$ cat src/logic/ieu_regs.svh
// Constants of the instruction execution unit: offsets, fields, counts.
// Included by the core only, not by the package; holds definitions only.
// Behaviour
// - Memory destination costs one extra cycle for RAM, none for system reg
// - A taken conditional skip costs one extra cycle, an untaken none
// - Add sets carry on carry out, else clears; add-with-carry adds carry
// - Subtract clears carry on borrow, sets it otherwise
// - Subtract-with-borrow also subtracts inverted carry, to acc or memory
// - Table read loads ROM word at Y:Z into R and acc, two cycles
// - Compare computes acc minus operand, sets Z and C, skips on equal
// - Compare against memory skips on equal at one extra cycle
// - Increment/decrement to acc leaves memory, skips on zero result
// - Increment/decrement in memory writes back, skips on zero, RAM penalty
// - Bit test clear form skips when bit is 0, flags untouched
// - Bit test set form skips when bit is 1, flags untouched
// - Bank-zero forms always address bank 0
// - Jump loads PC low 14 bits from operand, top two from page bits
// - Call pushes full 16-bit PC+1 then loads PC like jump, two cycles
// - Return restores PC in two cycles; interrupt return also sets GIE
// - Context push saves acc and flags, not timeout/power-down, one cycle
// - Context pop restores acc and flags, timeout/power-down untouched
// - Nibble swap in memory writes back; acc form writes the accumulator
`ifndef IEU_REGS_SVH
`define IEU_REGS_SVH

`define IEU_REG_CTRL      12'h000
`define IEU_REG_PC        12'h004
`define IEU_REG_CORE      12'h008
`define IEU_CTRL_RUN      0
`define IEU_CTRL_GIE      1
`define IEU_CTRL_RST      32'h0000_0001
`define IEU_CTRL_RUN_RST  1'b1
`define IEU_FLG_Z         0
`define IEU_FLG_DC        1
`define IEU_FLG_C         2
`define IEU_FLG_NPD       6
`define IEU_FLG_NT0       7
`define IEU_SYSREG_LIMIT  8'h80
`define IEU_STACK_DEPTH   8
`define IEU_SP_W          3
`define IEU_CLK_NS        40
`define IEU_PC_RST        16'h0000

`endif

$ cat src/logic/ieu_pkg.sv
// Types of the instruction execution unit.
// Opcode codes follow declaration order, word layout in ieu_core.
package ieu_pkg;
  typedef enum logic [5:0] {
    OP_NOP, OP_MOV_AM, OP_MOV_MA, OP_B0MOV_AM, OP_B0MOV_MA, OP_MOV_AI,
    OP_XCH, OP_B0XCH, OP_TABLE, OP_ADC_AM, OP_ADC_MA, OP_ADD_AM,
    OP_ADD_MA, OP_BANK_ZERO_ADD_TO_MEMORY_MA, OP_ADD_AI, OP_SBB_AM, OP_SBB_MA, OP_SUB_AM,
    OP_SUB_MA, OP_SUB_AI, OP_AND_AM, OP_AND_MA, OP_AND_AI, OP_OR_AM,
    OP_OR_MA, OP_OR_AI, OP_XOR_AM, OP_XOR_MA, OP_XOR_AI, OP_SWAP,
    OP_NIBBLE_SWAP_IN_MEMORY, OP_RRC, OP_RRCM, OP_RLC, OP_RLCM, OP_CLR, OP_CMP_AI,
    OP_CMP_AM, OP_INC_A, OP_INC_M, OP_DEC_A, OP_DEC_M, OP_RET, OP_RETURN_FROM_INTERRUPT,
    OP_PUSH, OP_POP
  } ieu_op_t;

  typedef enum logic [2:0] {
    ST_HALT, ST_EXEC, ST_WB, ST_SKIP, ST_BRANCH, ST_TABLE
  } ieu_state_t;
endpackage

$ cat src/logic/ieu_core.sv
// Instruction execution unit: fetch, execute, stack, flags, APB status.
// Program ROM and data memory answer combinationally in the same cycle.
`timescale 1ns/1ps
`include "ieu_regs.svh"
module ieu_core (
  input  wire logic        CLK_SYS,   // Instruction-cycle clock
  input  wire logic        RST,       // Async reset, active high
  output logic [15:0]      ROM_ADDR,  // Program ROM address
  input  wire logic [15:0] ROM_DATA,  // Program ROM word
  input  wire logic [1:0]  ROM_PAGE,  // ROM page bits for jump/call
  input  wire logic [7:0]  Y_IN,      // Table pointer high byte
  input  wire logic [7:0]  Z_IN,      // Table pointer low byte
  input  wire logic        NT0_IN,    // Timeout status bit
  input  wire logic        NPD_IN,    // Power-down status bit
  output logic [7:0]       MEM_ADDR,  // Data memory address
  output logic             MEM_BANK0, // Force bank 0
  input  wire logic [7:0]  MEM_RDATA, // Data memory read data
  output logic [7:0]       MEM_WDATA, // Data memory write data
  output logic             MEM_WE,    // Data memory write strobe
  output logic [7:0]       R_OUT,     // Table read high byte
  output logic [7:0]       ACC_OUT,   // Accumulator
  output logic [7:0]       PROGRAM_FLAG_REGISTER_OUT, // Program flag register
  output logic             GIE_OUT,   // Global interrupt enable
  input  wire logic        PSEL,      // APB select
  input  wire logic        PENABLE,   // APB enable
  input  wire logic        PWRITE,    // APB direction
  input  wire logic [11:0] PADDR,     // APB byte address
  input  wire logic [31:0] PWDATA,    // APB write data
  output logic [31:0]      PRDATA,    // APB read data
  output logic             PREADY,    // APB ready
  output logic             PSLVERR    // APB error
);
  import ieu_pkg::*;

  ieu_state_t st_q;
  ieu_op_t    op;
  logic [15:0] pc_q;
  logic [7:0]  acc_q;
  logic [7:0]  r_q;
  logic        c_q;
  logic        dc_q;
  logic        z_q;
  logic        gie_q;
  logic        run_q;
  logic [7:0]  acc_sh_q;
  logic [5:0]  flg_sh_q;
  logic [15:0] stk [`IEU_STACK_DEPTH];
  logic [`IEU_SP_W-1:0] sp_q;
  logic [7:0]  wb_addr_q;
  logic [7:0]  wb_data_q;
  logic        wb_b0_q;
  logic        skip_q;
  logic [31:0] prdata_q;
  logic        pslverr_q;

  // Word layout: 10=jump, 11=call, 01=bit op, 00=opcode in [13:8]
  logic        is_jmp;
  logic        is_call;
  logic        is_bit;
  logic [2:0]  bitop;
  logic [2:0]  bitn;
  logic        go;
  logic        sys;
  logic        use_imm;
  logic [7:0]  src;
  logic        cin;
  logic        bin;
  logic [8:0]  add9;
  logic [8:0]  sub9;
  logic [4:0]  addn;
  logic [4:0]  subn;
  logic [7:0]  inc8;
  logic [7:0]  dec8;

  assign is_jmp  = ROM_DATA[15:14] == 2'b10;
  assign is_call = ROM_DATA[15:14] == 2'b11;
  assign is_bit  = ROM_DATA[15:14] == 2'b01;
  assign bitop   = ROM_DATA[13:11];
  assign bitn    = ROM_DATA[10:8];
  assign op      = ieu_op_t'(ROM_DATA[13:8]);
  assign go      = (st_q == ST_EXEC) && run_q;
  assign sys     = ROM_DATA[7:0] < `IEU_SYSREG_LIMIT;
  assign use_imm = !is_bit && (op inside {OP_MOV_AI, OP_ADD_AI, OP_SUB_AI,
                   OP_AND_AI, OP_OR_AI, OP_XOR_AI, OP_CMP_AI});
  assign src     = use_imm ? ROM_DATA[7:0] : MEM_RDATA;
  assign cin     = (op inside {OP_ADC_AM, OP_ADC_MA}) ? c_q : 1'b0;
  assign bin     = (op inside {OP_SBB_AM, OP_SBB_MA}) ? ~c_q : 1'b0;
  assign add9 = {1'b0, acc_q} + {1'b0, src} + {8'h00, cin};
  assign sub9 = {1'b0, acc_q} - {1'b0, src} - {8'h00, bin};
  assign addn = {1'b0, acc_q[3:0]} + {1'b0, src[3:0]} + {4'h0, cin};
  assign subn = {1'b0, acc_q[3:0]} - {1'b0, src[3:0]} - {4'h0, bin};
  assign inc8 = MEM_RDATA + 8'h01;
  assign dec8 = MEM_RDATA - 8'h01;

  // Decoded effects of the word at the PC
  logic       x_acc_we;
  logic [7:0] x_acc;
  logic       x_mem_we;
  logic [7:0] x_mem;
  logic       x_b0;
  logic       x_c_we;
  logic       x_c;
  logic       x_dc_we;
  logic       x_z_we;
  logic       x_z;
  logic       x_skip;

  always_comb begin
    x_acc_we = 1'b0;
    x_acc    = acc_q;
    x_mem_we = 1'b0;
    x_mem    = MEM_RDATA;
    x_b0     = 1'b0;
    x_c_we   = 1'b0;
    x_c      = c_q;
    x_dc_we  = 1'b0;
    x_z_we   = 1'b0;
    x_z      = z_q;
    x_skip   = 1'b0;
    if (is_bit) begin
      x_b0 = bitop[1];
      if (bitop[2]) begin
        x_skip = MEM_RDATA[bitn] == bitop[0];
      end else begin
        x_mem_we = 1'b1;
        x_mem[bitn] = bitop[0];
      end
    end else if (!is_jmp && !is_call) begin
      case (op)
        OP_MOV_AM, OP_B0MOV_AM: begin
          x_acc_we = 1'b1;
          x_acc    = MEM_RDATA;
          x_z_we   = 1'b1;
          x_z      = MEM_RDATA == 8'h00;
        end
        OP_MOV_MA, OP_B0MOV_MA: begin
          x_mem_we = 1'b1;
          x_mem    = acc_q;
        end
        OP_MOV_AI: begin
          x_acc_we = 1'b1;
          x_acc    = src;
        end
        OP_XCH, OP_B0XCH: begin
          x_acc_we = 1'b1;
          x_acc    = MEM_RDATA;
          x_mem_we = 1'b1;
          x_mem    = acc_q;
        end
        OP_ADC_AM, OP_ADD_AM, OP_ADD_AI, OP_ADC_MA, OP_ADD_MA,
        OP_BANK_ZERO_ADD_TO_MEMORY_MA: begin
          x_acc_we = op inside {OP_ADC_AM, OP_ADD_AM, OP_ADD_AI};
          x_mem_we = !x_acc_we;
          x_acc    = add9[7:0];
          x_mem    = add9[7:0];
          x_c_we   = 1'b1;
          x_c      = add9[8];
          x_dc_we  = 1'b1;
          x_z_we   = 1'b1;
          x_z      = add9[7:0] == 8'h00;
        end
        OP_SBB_AM, OP_SUB_AM, OP_SUB_AI, OP_SBB_MA, OP_SUB_MA: begin
          x_acc_we = op inside {OP_SBB_AM, OP_SUB_AM, OP_SUB_AI};
          x_mem_we = !x_acc_we;
          x_acc    = sub9[7:0];
          x_mem    = sub9[7:0];
          x_c_we   = 1'b1;
          x_c      = ~sub9[8];
          x_dc_we  = 1'b1;
          x_z_we   = 1'b1;
          x_z      = sub9[7:0] == 8'h00;
        end
        OP_AND_AM, OP_AND_AI, OP_AND_MA, OP_OR_AM, OP_OR_AI, OP_OR_MA,
        OP_XOR_AM, OP_XOR_AI, OP_XOR_MA: begin
          if (op inside {OP_AND_AM, OP_AND_AI, OP_AND_MA}) begin
            x_acc = acc_q & src;
          end else if (op inside {OP_OR_AM, OP_OR_AI, OP_OR_MA}) begin
            x_acc = acc_q | src;
          end else begin
            x_acc = acc_q ^ src;
          end
          x_mem    = x_acc;
          x_mem_we = op inside {OP_AND_MA, OP_OR_MA, OP_XOR_MA};
          x_acc_we = !x_mem_we;
          x_z_we   = 1'b1;
          x_z      = x_acc == 8'h00;
        end
        OP_SWAP, OP_NIBBLE_SWAP_IN_MEMORY: begin
          x_acc_we = op == OP_SWAP;
          x_mem_we = op == OP_NIBBLE_SWAP_IN_MEMORY;
          x_acc    = {MEM_RDATA[3:0], MEM_RDATA[7:4]};
          x_mem    = x_acc;
        end
        OP_RRC, OP_RRCM, OP_RLC, OP_RLCM: begin
          x_acc_we = op inside {OP_RRC, OP_RLC};
          x_mem_we = !x_acc_we;
          x_c_we   = 1'b1;
          if (op inside {OP_RRC, OP_RRCM}) begin
            x_acc = {c_q, MEM_RDATA[7:1]};
            x_c   = MEM_RDATA[0];
          end else begin
            x_acc = {MEM_RDATA[6:0], c_q};
            x_c   = MEM_RDATA[7];
          end
          x_mem = x_acc;
        end
        OP_CLR: begin
          x_mem_we = 1'b1;
          x_mem    = 8'h00;
        end
        OP_CMP_AI, OP_CMP_AM: begin
          x_c_we = 1'b1;
          x_c    = ~sub9[8];
          x_z_we = 1'b1;
          x_z    = sub9[7:0] == 8'h00;
          x_skip = sub9[7:0] == 8'h00;
        end
        OP_INC_A, OP_INC_M, OP_DEC_A, OP_DEC_M: begin
          x_acc    = (op inside {OP_INC_A, OP_INC_M}) ? inc8 : dec8;
          x_mem    = x_acc;
          x_acc_we = op inside {OP_INC_A, OP_DEC_A};
          x_mem_we = !x_acc_we;
          x_skip   = x_acc == 8'h00;
        end
        default: begin
        end
      endcase
      x_b0 = op inside {OP_B0MOV_AM, OP_B0MOV_MA, OP_B0XCH,
                        OP_BANK_ZERO_ADD_TO_MEMORY_MA};
    end
  end

  // Memory port: system registers written at once, RAM in a second cycle
  always_comb begin
    if (st_q == ST_WB) begin
      MEM_ADDR  = wb_addr_q;
      MEM_BANK0 = wb_b0_q;
      MEM_WDATA = wb_data_q;
      MEM_WE    = 1'b1;
    end else begin
      MEM_ADDR  = ROM_DATA[7:0];
      MEM_BANK0 = x_b0;
      MEM_WDATA = x_mem;
      MEM_WE    = go && x_mem_we && sys;
    end
  end

  assign ROM_ADDR = (st_q == ST_TABLE) ? {Y_IN, Z_IN} : pc_q;

  // Sequencer and program counter
  always_ff @(posedge CLK_SYS or posedge RST) begin
    if (RST) begin
      st_q      <= ST_HALT;
      pc_q      <= `IEU_PC_RST;
      skip_q    <= 1'b0;
      wb_addr_q <= 8'h00;
      wb_data_q <= 8'h00;
      wb_b0_q   <= 1'b0;
    end else begin
      case (st_q)
        ST_HALT: begin
          if (run_q) begin
            st_q <= ST_EXEC;
          end
        end
        ST_EXEC: begin
          if (!run_q) begin
            st_q <= ST_HALT;
          end else if (is_jmp || is_call) begin
            pc_q <= {ROM_PAGE, ROM_DATA[13:0]};
            st_q <= ST_BRANCH;
          end else if (!is_bit && (op inside {OP_RET, OP_RETURN_FROM_INTERRUPT})) begin
            pc_q <= stk[sp_q - `IEU_SP_W'(1)];
            st_q <= ST_BRANCH;
          end else begin
            pc_q      <= pc_q + 16'h0001;
            skip_q    <= x_skip;
            wb_addr_q <= ROM_DATA[7:0];
            wb_data_q <= x_mem;
            wb_b0_q   <= x_b0;
            if (x_mem_we && !sys) begin
              st_q <= ST_WB;
            end else if (x_skip) begin
              st_q <= ST_SKIP;
            end else if (!is_bit && op == OP_TABLE) begin
              st_q <= ST_TABLE;
            end
          end
        end
        ST_WB: begin
          st_q <= skip_q ? ST_SKIP : ST_EXEC;
        end
        ST_SKIP: begin
          pc_q <= pc_q + 16'h0001;
          st_q <= ST_EXEC;
        end
        default: begin
          st_q <= ST_EXEC;
        end
      endcase
    end
  end

  // Hardware stack
  always_ff @(posedge CLK_SYS or posedge RST) begin
    if (RST) begin
      sp_q <= '0;
    end else if (go && is_call) begin
      sp_q <= sp_q + `IEU_SP_W'(1);
    end else if (go && !is_bit && !is_jmp && (op inside {OP_RET, OP_RETURN_FROM_INTERRUPT}))
    begin
      sp_q <= sp_q - `IEU_SP_W'(1);
    end
  end

  always_ff @(posedge CLK_SYS) begin
    if (go && is_call) begin
      stk[sp_q] <= pc_q + 16'h0001;
    end
  end

  // Accumulator, R and context shadow
  always_ff @(posedge CLK_SYS or posedge RST) begin
    if (RST) begin
      acc_q    <= 8'h00;
      r_q      <= 8'h00;
      acc_sh_q <= 8'h00;
      flg_sh_q <= 6'h00;
    end else if (st_q == ST_TABLE) begin
      r_q   <= ROM_DATA[15:8];
      acc_q <= ROM_DATA[7:0];
    end else if (go && !is_bit && !is_jmp && !is_call && op == OP_PUSH)
    begin
      acc_sh_q <= acc_q;
      flg_sh_q <= {3'b000, c_q, dc_q, z_q};
    end else if (go && !is_bit && !is_jmp && !is_call && op == OP_POP)
    begin
      acc_q <= acc_sh_q;
    end else if (go && !is_jmp && !is_call && x_acc_we) begin
      acc_q <= x_acc;
    end
  end

  // Flags; NT0 and POWER_DOWN_STATUS_BIT live outside and are never saved or restored
  always_ff @(posedge CLK_SYS or posedge RST) begin
    if (RST) begin
      c_q  <= 1'b0;
      dc_q <= 1'b0;
      z_q  <= 1'b0;
    end else if (go && !is_bit && !is_jmp && !is_call && op == OP_POP)
    begin
      c_q  <= flg_sh_q[`IEU_FLG_C];
      dc_q <= flg_sh_q[`IEU_FLG_DC];
      z_q  <= flg_sh_q[`IEU_FLG_Z];
    end else if (go && !is_jmp && !is_call) begin
      if (x_c_we) begin
        c_q <= x_c;
      end
      if (x_dc_we) begin
        dc_q <= (op inside {OP_SBB_AM, OP_SBB_MA, OP_SUB_AM, OP_SUB_MA,
                 OP_SUB_AI}) ? ~subn[4] : addn[4];
      end
      if (x_z_we) begin
        z_q <= x_z;
      end
    end
  end

  // Control register and interrupt enable; the return sets win over clear
  always_ff @(posedge CLK_SYS or posedge RST) begin
    if (RST) begin
      run_q <= `IEU_CTRL_RUN_RST;
      gie_q <= 1'b0;
    end else begin
      if (PSEL && PENABLE && PWRITE && PADDR == `IEU_REG_CTRL) begin
        run_q <= PWDATA[`IEU_CTRL_RUN];
        gie_q <= PWDATA[`IEU_CTRL_GIE];
      end
      if (go && !is_bit && !is_jmp && !is_call && op == OP_RETURN_FROM_INTERRUPT) begin
        gie_q <= 1'b1;
      end
    end
  end

  // APB read data captured in the setup cycle, answer in the access cycle
  always_ff @(posedge CLK_SYS or posedge RST) begin
    if (RST) begin
      prdata_q  <= 32'h0000_0000;
      pslverr_q <= 1'b0;
    end else if (PSEL && !PENABLE) begin
      pslverr_q <= 1'b0;
      prdata_q  <= 32'h0000_0000;
      if (PADDR == `IEU_REG_CTRL) begin
        prdata_q <= {30'h0000_0000, gie_q, run_q};
      end else if (PADDR == `IEU_REG_PC) begin
        prdata_q <= {16'h0000, pc_q};
      end else if (PADDR == `IEU_REG_CORE) begin
        prdata_q <= {5'h00, st_q, 5'h00, sp_q, PROGRAM_FLAG_REGISTER_OUT, acc_q};
      end else begin
        pslverr_q <= 1'b1;
      end
    end
  end

  assign PREADY    = 1'b1;
  assign PRDATA    = prdata_q;
  assign PSLVERR   = pslverr_q && PSEL && PENABLE;
  assign R_OUT     = r_q;
  assign ACC_OUT   = acc_q;
  assign GIE_OUT   = gie_q;
  assign PROGRAM_FLAG_REGISTER_OUT = {NT0_IN, NPD_IN, 3'b000, c_q, dc_q, z_q};

  chk_ram_dest_wb: assert property (@(posedge CLK_SYS) disable iff (RST)
    go && x_mem_we && !sys && !is_jmp && !is_call |=> st_q == ST_WB && MEM_WE)
    else $error("RAM destination without write-back cycle");
  chk_sys_dest_fast: assert property (@(posedge CLK_SYS) disable iff (RST)
    go && x_mem_we && sys && !x_skip |-> MEM_WE ##1 st_q != ST_WB)
    else $error("System register write took extra cycle");
  chk_skip_one_cyc: assert property (@(posedge CLK_SYS) disable iff (RST)
    go && x_skip && !(x_mem_we && !sys) |=> st_q == ST_SKIP ##1
    st_q != ST_SKIP && pc_q == $past(pc_q, 2) + 16'h0002)
    else $error("Skip did not cost exactly one cycle");
  chk_add_carry: assert property (@(posedge CLK_SYS) disable iff (RST)
    go && !is_bit && !is_jmp && !is_call &&
    (op inside {OP_ADD_AM, OP_ADD_AI, OP_ADC_AM}) |=>
    {c_q, acc_q} == {1'b0, $past(acc_q)} + {1'b0, $past(src)} +
    {8'h00, $past(op == OP_ADC_AM) & $past(c_q)})
    else $error("Add carry or sum wrong");
  chk_sub_carry: assert property (@(posedge CLK_SYS) disable iff (RST)
    go && !is_bit && !is_jmp && !is_call &&
    (op inside {OP_SUB_AM, OP_SUB_AI, OP_SBB_AM}) |=>
    c_q == ({1'b0, $past(acc_q)} >= {1'b0, $past(src)} +
    {8'h00, $past(op == OP_SBB_AM) & ~$past(c_q)}))
    else $error("Subtract carry not inverted borrow");
  chk_table_read: assert property (@(posedge CLK_SYS) disable iff (RST)
    go && !is_bit && !is_jmp && !is_call && op == OP_TABLE |=>
    ROM_ADDR == {Y_IN, Z_IN} ##1 acc_q == $past(ROM_DATA[7:0]) &&
    st_q == ST_EXEC)
    else $error("Table read wrong");
  chk_cmp_equal: assert property (@(posedge CLK_SYS) disable iff (RST)
    go && !is_bit && !is_jmp && !is_call &&
    (op inside {OP_CMP_AI, OP_CMP_AM}) && acc_q == src |=>
    st_q == ST_SKIP && z_q && c_q)
    else $error("Compare equal did not skip");
  chk_bit_no_flags: assert property (@(posedge CLK_SYS) disable iff (RST)
    go && is_bit && bitop[2] |=> $stable({c_q, dc_q, z_q}) &&
    (st_q == ST_SKIP) == ($past(MEM_RDATA[bitn]) == $past(bitop[0])))
    else $error("Bit test wrong");
  chk_jump_target: assert property (@(posedge CLK_SYS) disable iff (RST)
    go && (is_jmp || is_call) |=> st_q == ST_BRANCH &&
    pc_q == {$past(ROM_PAGE), $past(ROM_DATA[13:0])} ##1 st_q == ST_EXEC)
    else $error("Jump target or length wrong");
  chk_call_stack: assert property (@(posedge CLK_SYS) disable iff (RST)
    go && is_call |=> stk[$past(sp_q)] == $past(pc_q) + 16'h0001)
    else $error("Call did not push PC");
  chk_return_from_interrupt_gie: assert property (@(posedge CLK_SYS) disable iff (RST)
    go && !is_bit && !is_jmp && !is_call && op == OP_RETURN_FROM_INTERRUPT |=> gie_q &&
    st_q == ST_BRANCH)
    else $error("Interrupt return left GIE clear");
  chk_ctx_restore: assert property (@(posedge CLK_SYS) disable iff (RST)
    go && !is_bit && !is_jmp && !is_call && op == OP_POP |=>
    acc_q == $past(acc_sh_q) && c_q == $past(flg_sh_q[`IEU_FLG_C]))
    else $error("Context pop wrong");
  chk_logic_keep_c: assert property (@(posedge CLK_SYS) disable iff (RST)
    go && !is_bit && !is_jmp && !is_call &&
    (op inside {OP_AND_AM, OP_OR_AI, OP_XOR_MA, OP_MOV_AM, OP_CLR,
                OP_XOR_AI, OP_MOV_AI, OP_MOV_MA}) |=>
    $stable(c_q) && $stable(dc_q))
    else $error("Logic op changed carry");
endmodule // ieu_core

$ cat config.mk
export PLATFORM = sky130hd
export DESIGN_NAME = ieu_core
export DESIGN_NICKNAME = d
export VERILOG_FILES = /design/src/logic/ieu_pkg.sv /design/src/logic/ieu_core.sv
export VERILOG_INCLUDE_DIRS = /design/src /design/src/logic
export SDC_FILE = /design/constraint.sdc
export NUM_CORES = 1
export LEC_CHECK = 0
export ABC_CLOCK_PERIOD_IN_PS = 9400
export BUFFER_PORTS_ARGS = -buffer_cell sky130_fd_sc_hd__buf_2
export CAP_MARGIN = 20
export CELL_PAD_IN_SITES_DETAIL_PLACEMENT = 1
export CELL_PAD_IN_SITES_GLOBAL_PLACEMENT = 2
export CORE_AREA = 4 4 191 193
export DETAILED_ROUTE_END_ITERATION = 10
export DIE_AREA = 0 0 195 197
export GPL_TIMING_DRIVEN = 0
export HOLD_SLACK_MARGIN = 0.06
export PLACE_DENSITY_LB_ADDON = 0.1
export SYNTH_ARGS = -nofsm -noshare
export SYNTH_HDL_FRONTEND = slang
export SYNTH_SLANG_ARGS = --single-unit
$ cat constraint.sdc
create_clock -name CLK_SYS -period 9.4 [get_ports CLK_SYS]
set_clock_uncertainty 0.05 [all_clocks]
set_input_delay 1.88 -clock CLK_SYS [delete_from_list [all_inputs] [get_ports CLK_SYS]]
set_output_delay 1.88 -clock CLK_SYS [all_outputs]
set_load 0.05 [all_outputs]
== Yosys cells after proc, flatten, opt, wreduce, memory -nomap -nowiden ==
Memory sizes are Yosys's and may differ from the RTL's.
Index checks and enable logic that the tools add are counted.
Cells by class
  add/sub/neg operators: 13
  multiply operators: 0
  divide/modulo/power cells: 0
  magnitude comparators: 3
  eq/ne operators: 61
  shift-type cells: 0
  mux-type cells: 95
  bitwise operators: 9
  reductions and logical operators: 96
Operators by type and width (number)
  two-way mux 8 bit: 19
  case mux 8 bit (8 select lines): 2
  == test 6 x 5 -> 1 bit (second input constant): 16
  == test 6 bit (second input constant): 14
  two-way mux 27 bit: 3
  two-way mux 16 bit: 4
  == test 6 x 4 -> 1 bit (second input constant): 8
  two-way mux 1 bit: 47
  logical NOT 8 bit: 5
  case mux 16 bit (2 select lines): 1
  nonzero test 2 bit: 15
  two-way mux 3 bit: 9
  logical AND 1 bit: 26
  == test 6 x 3 -> 1 bit (second input constant): 4
  OR reduction 24 bit: 1
  nonzero test 3 bit: 7
  OR reduction 17 bit: 1
  adder 16 x 1 -> 16 bit (second input constant): 1
  OR reduction 4 bit: 4
  AND reduction 5 bit: 3
  OR reduction 5 bit: 3
  case mux 1 bit (7 select lines): 2
  == test 12 x 3 -> 1 bit (second input constant): 1
  == test 12 x 4 -> 1 bit (second input constant): 1
  54 further kinds: 80
Word-level totals
  register bits: 105
  bits in latches: 0
  memory bits (writable): 128
  memory bits (read-only): 0
  input bits: 93
  output and inout bits: 93
  memories: 1
Memory list
  stk: depth 8, bits a word 16, rd ports 1, clocked after memory_dff 0, wr ports 1, line ieu_core.sv:47  | logic [15:0] stk [`IEU_STACK_DEPTH];

== Depth between registers and ports, before layout ==
  depth after elaboration: 17
  mapped depth: 20
  gate-level depth less buffers: 18

== Worst setup path after synthesis ==
OpenSTA, ideal clock, no wires.
  path type: input port to output port
  start: input port ROM_DATA[12]
  end: output port MEM_WDATA[6]
  data arrival time: 6406 ps
  required time: 7470 ps
  slack: 1064 ps
  stages: 19
  buffers on the path: 1
  path through: buf_2 -> nor2b_1 -> nand4_1 -> nor3_1 -> nor2_4 -> mux2_2 -> xnor2_1 -> ha_1 -> inv_1 -> ha_1 -> nor2_1 -> fa_1 -> a21boi_0 -> o22ai_1 -> xor2_1 -> o2111a_1 -> o221ai_1 -> o21ai_0 -> o21ai_0
On the way
  longest elaborated chain between the ends: 14
  elaborated cells on any way between the ends: 73
  classes of those cells: add/sub: 4; eq/ne: 37; mux: 14; bitwise: 3; reduce/logical: 15
Ends and longest elaborated chain
  start, declared: line ieu_core.sv:9  | input wire logic [15:0] ROM_DATA,
  parallel branches: the longest is 10 deep, another holds subtractor 8 x 8 -> 9 bit
  case mux 8 bit (8 select lines) *: line ieu_core.sv:129  | case (op)
  two-way mux 8 bit *: line ieu_core.sv:128  | end else if (!is_jmp && !is_call) begin
  two-way mux 8 bit *: line ieu_core.sv:120  | if (is_bit) begin
  two-way mux 8 bit *: line ieu_core.sv:235  | if (st_q == ST_WB) begin
  end, declared: line ieu_core.sv:18  | output logic [7:0] MEM_WDATA,
Every way passes the cells marked *. The select of a mux whose other input is x is not followed.

== Worst setup path after layout ==
  start: input port ROM_DATA[9]
  end: output port MEM_WDATA[6]
On the way
  longest elaborated chain between the ends: 14
  elaborated cells on any way between the ends: 80
  classes of those cells: add/sub: 4; order compare: 2; eq/ne: 37; mux: 18; bitwise: 3; reduce/logical: 16
Ends and longest elaborated chain (line)
  parallel branches: the longest is 12 deep, another holds subtractor 8 x 8 -> 9 bit
  two-way mux 8 bit *: ieu_core.sv:120
  two-way mux 8 bit *: ieu_core.sv:235
Marked as above.

==> impl_results.md <==
* Status: completed
* Yosys top cell by area: edfxtp_1
* Switching power at 0.7607 mW
* Routed Wire Length at 54470 µm
* CP startpoint kind: primary input
* Total CTS buffers at 25
* Worst-path clk slew at 0.06 ns
* CTS tree: built
* Ant. Diodes at 0
* Syn-to-layout area delta at 16.75%
* Worst Reg-to-Reg Cells at 12
* Top-count cell post-synth: nand2_1
* Final #Nets at roughly 1700
* Worst path max stage delay at 0.54 ns
* P_leak at about 6.4 nW
* Die Ht at slightly below 200 µm
* Fin crit period at 9.160 ns
* Port Buf Inserts at 137
* WS Path Type: in -> out
* CP delay by family, top: compound AO/OA/AOI/OAI gates
* Post-synth EDFFs at 128
* Proportion of layout cells with a drive suffix above 1 at 0.2015
* Commonest cells in the netlist: 263 x nand2_1, 128 x edfxtp_1, 97 x o21ai_0
* Die area at 38420 µm²
* Cell Rows at 68
* Worst reg2reg setup slack at 4.98 ns
* Met3 WL at between 3000 and 4000 µm
* Top-Level Pins at 186
* Initial antenna violation count at 0
* DR WL/cell at 26.60 µm
* Pins Over Slew Limit at 0
* Critical-path top delay cell: nor3_1
* Reg-to-reg endpoint: pc_q[9]
* Global route overflow at 0
* Initial Utilization at 0.3995
* Reg power frac at 0.427
* Synth unique cells at 94
* Total vias in the final route at ~12000
* Post-Synthesis Cells at 1386
* Sequential share of the synthesized area at 0.4509
* RR Startpoint: sp_q[0]
* WP data arrival at roughly 7.2 ns
* RSZ-0062 raised after global routing: false
* Syn avg cell area at 9.957 µm²
* Worst min path class: reg -> reg
* Primary FF master, synth: edfxtp_1
* Vias per cell at ~6.0
* Max Clock Freq at 0.1092 GHz
* Vias in the first global route at 12470
* CP max FO at 10
* Final setup vio count at 0
* Worst setup EP type: output port
* DR DRC count at 0
* ANT nets after route at 0
* Required @ worst endpoint at around 7.5 ns
* Max-slew headroom at 0.2888
* Wl on met1 at about 26000 µm
* CTS max path bufs at 3
* Synth top area cells: edfxtp_1 28%, dfrtp_1 17%, nand2_1 7.2%, mux4_2 5.7%, ha_1 3.7%
* Synth Warn # at 0
* Hold violation count in the final report at 0
* Max layer used: met4
* Pin count of the biggest net entering global routing at between 60 and 70
* FFs w/ async S/R, synth at 0.4260
* Core area at 34540 µm²
* Clock share of power at 0.386
* Tcrit/Tclk final at 0.9745
* Power density over cell area at approximately 150 nW/µm²
* Final TNS setup at 0 ns
* Clk Latency, worst-skew pair at 0.56 ns
* Post-Syn Area at 13800 µm²
* Actual slew at the worst max-slew pin at 1.067 ns
* Total GRT Usage at 0.2753
* CP bufs+invs at 5
* CP cell instances: buf_2 > buf_4 > inv_1 > nand4_1 > nor3_1 > nor2_4 > mux2_2 > xnor2_1 > ha_1 > inv_1 > ha_1 > nor2_1 > fa_1 > a21boi_0 > o22ai_1 > xor2_1 > o2111a_1 > o221ai_1 > o21ai_0 > o21ai_0 > buf_2
* Die X at 195 µm
* CTS Root Cell: clkbuf_16
* Global placement routability congestion at 0.9368
* #FFs+latches synth at 223
* Worst hold path depth at 2
* Pint at 1.736 mW
* Max-cap violations at 0
* Post-route insts no fill at 2048
* Switching part of the total at 0.3047
* Hold Path Sink: R_OUT[0]
* First-pass GRT wire length at approximately 81000 µm
* Hold_sp: R_OUT[0]
* CTS sink cnt at 223
* 1st-pass router iterations at 5
* Clock H-tree levels at 1
* Hpwl dp at 41230 µm
* Post-synth top area share at 0.2785
* Met2 routed WL at 23200 µm
* DR iter-0 viols at 1099
* Cells after DPL at 2001
* VDD IR max at about 0.00016 V
* Comb pwr share at 0.187
flip-flops by register name (all words and copies together) (netlist names):
| name | flops |
|---|---|
| acc_sh_q | 8 |
| flg_sh_q | 3 |
| pc_q | 16 |
| z_q | 1 |
| pslverr_q | 1 |
| wb_data_q | 8 |
| ACC_OUT | 8 |
| stk | 128 |
| sp_q | 3 |
| wb_b0_q | 1 |
| skip_q | 1 |
| run_q | 1 |
| dc_q | 1 |
| R_OUT | 8 |
| wb_addr_q | 8 |
| c_q | 1 |
| st_q | 3 |
| PRDATA | 22 |
| GIE_OUT | 1 |
per-layer routing:
layer | vias to the layer above | track usage
li1 | 5464 | -
met1 | 6134 | 0.4141
met2 | 511 | 0.4095
met3 | 83 | 0.05043
met4 | 0 | 0.07706
met5 | - | 0
layout make-up:
type                            count  area (µm²)
Buffer                            109       565.5
Clock buffer                       29       640.6
Clock inverter                     16       148.9
Fill cell                        3981       18430
Inverter                           45       171.4
Multi-Input combinational cell   1021        6932
Sequential cell                   223        6222
Tap cell                          455       569.3
Timing Repair Buffer              150       862.1
through the flow:
step / area, µm² / power [mW] / hold slack, ns / utilization / worst slack (ns)
2_1_floorplan: 13850 / 1.375 / 0.3886 / - / 1.064
3_3_place_gp: 15100 / 1.530 / 0.4021 / 0.4372 / 0.2180
3_5_place_dp: 15300 / 1.537 / 0.4074 / 0.4430 / 0.2563
4_1_cts: 16090 / 2.500 / 0.4231 / 0.4658 / 0.2121
5_1_grt: 16110 / 2.589 / 0.4463 / 0.4664 / 0.02257
6_report: 16110 / 2.497 / 0.4182 / 0.4664 / 0.2396
tightest hold or removal path, cell delays in order, from the launching register on:
cell and delay (ns):
dfrtp_1 0.34, nand2_1 0.05, nand2_1 0.05
how the worst max path moves through the flow:
stage | start | end | slack (ns) | depth (start not counted)
5_1_grt | ROM_DATA[9] | MEM_WDATA[6] | 0.02 | 21
3_5_place_dp | ROM_DATA[9] | MEM_WDATA[7] | 0.26 | 19
3_3_place_gp | ROM_DATA[9] | MEM_WDATA[7] | 0.22 | 19
4_1_cts | ROM_DATA[8] | MEM_WDATA[7] | 0.21 | 20
2_1_floorplan | ROM_DATA[12] | MEM_WDATA[6] | 1.06 | 19
6_report | ROM_DATA[9] | MEM_WDATA[6] | 0.24 | 21
power by group through the flow:
stage	combinational [mW]	sequential, mW	clock (mW)
2_1_floorplan	0.291	1.08	0
3_3_place_gp	0.447	1.08	0
3_5_place_dp	0.453	1.08	0
4_1_cts	0.457	1.06	0.979
5_1_grt	0.501	1.07	1.02
6_report	0.467	1.06	0.965
layout by cell type (no fill, tap or decap), types with 13 or more instances in the layout:
cell type / instances
nand2_1: 263
buf_2: 161
edfxtp_1: 128
o21ai_0: 97
dfrtp_1: 94
nor2_1: 63
clkbuf_1: 57
a21oi_1: 49
inv_1: 42
ha_1: 41
mux4_2: 35
nand3_1: 30
buf_4: 29
a22oi_1: 27
xnor2_1: 26
clkbuf_16: 25
nor3_1: 24
mux2i_1: 18
xor2_1: 17
a31oi_1: 16
nand2b_1: 15
conb_1: 14
a211oi_1: 13
cells by family (layout without fill, tap and decap cells):
| family | Yosys count | count (layout) | synth area share |
|---|---|---|---|
| xor+xnor | 43 | 43 | 0.02729 |
| other cells | 2 | 14 | 0.0005442 |
| fa+ha+maj | 45 | 45 | 0.04297 |
| mux | 65 | 65 | 0.07996 |
| flops | 223 | 223 | 0.4509 |
| simple gates | 510 | 510 | 0.1762 |
| compound gates | 344 | 344 | 0.1689 |
| buf+inv | 154 | 349 | 0.05322 |
what timing repair did:
action | in CTS | in global routing
endpoints found under the setup margin | 0 | 2
gates resized for setup | 0 | 2
endpoints found under the hold margin | 0 | 0
hold buffers | 0 | 0
buffers inserted | 0 | 0
(Power assumes the default switching activity.)
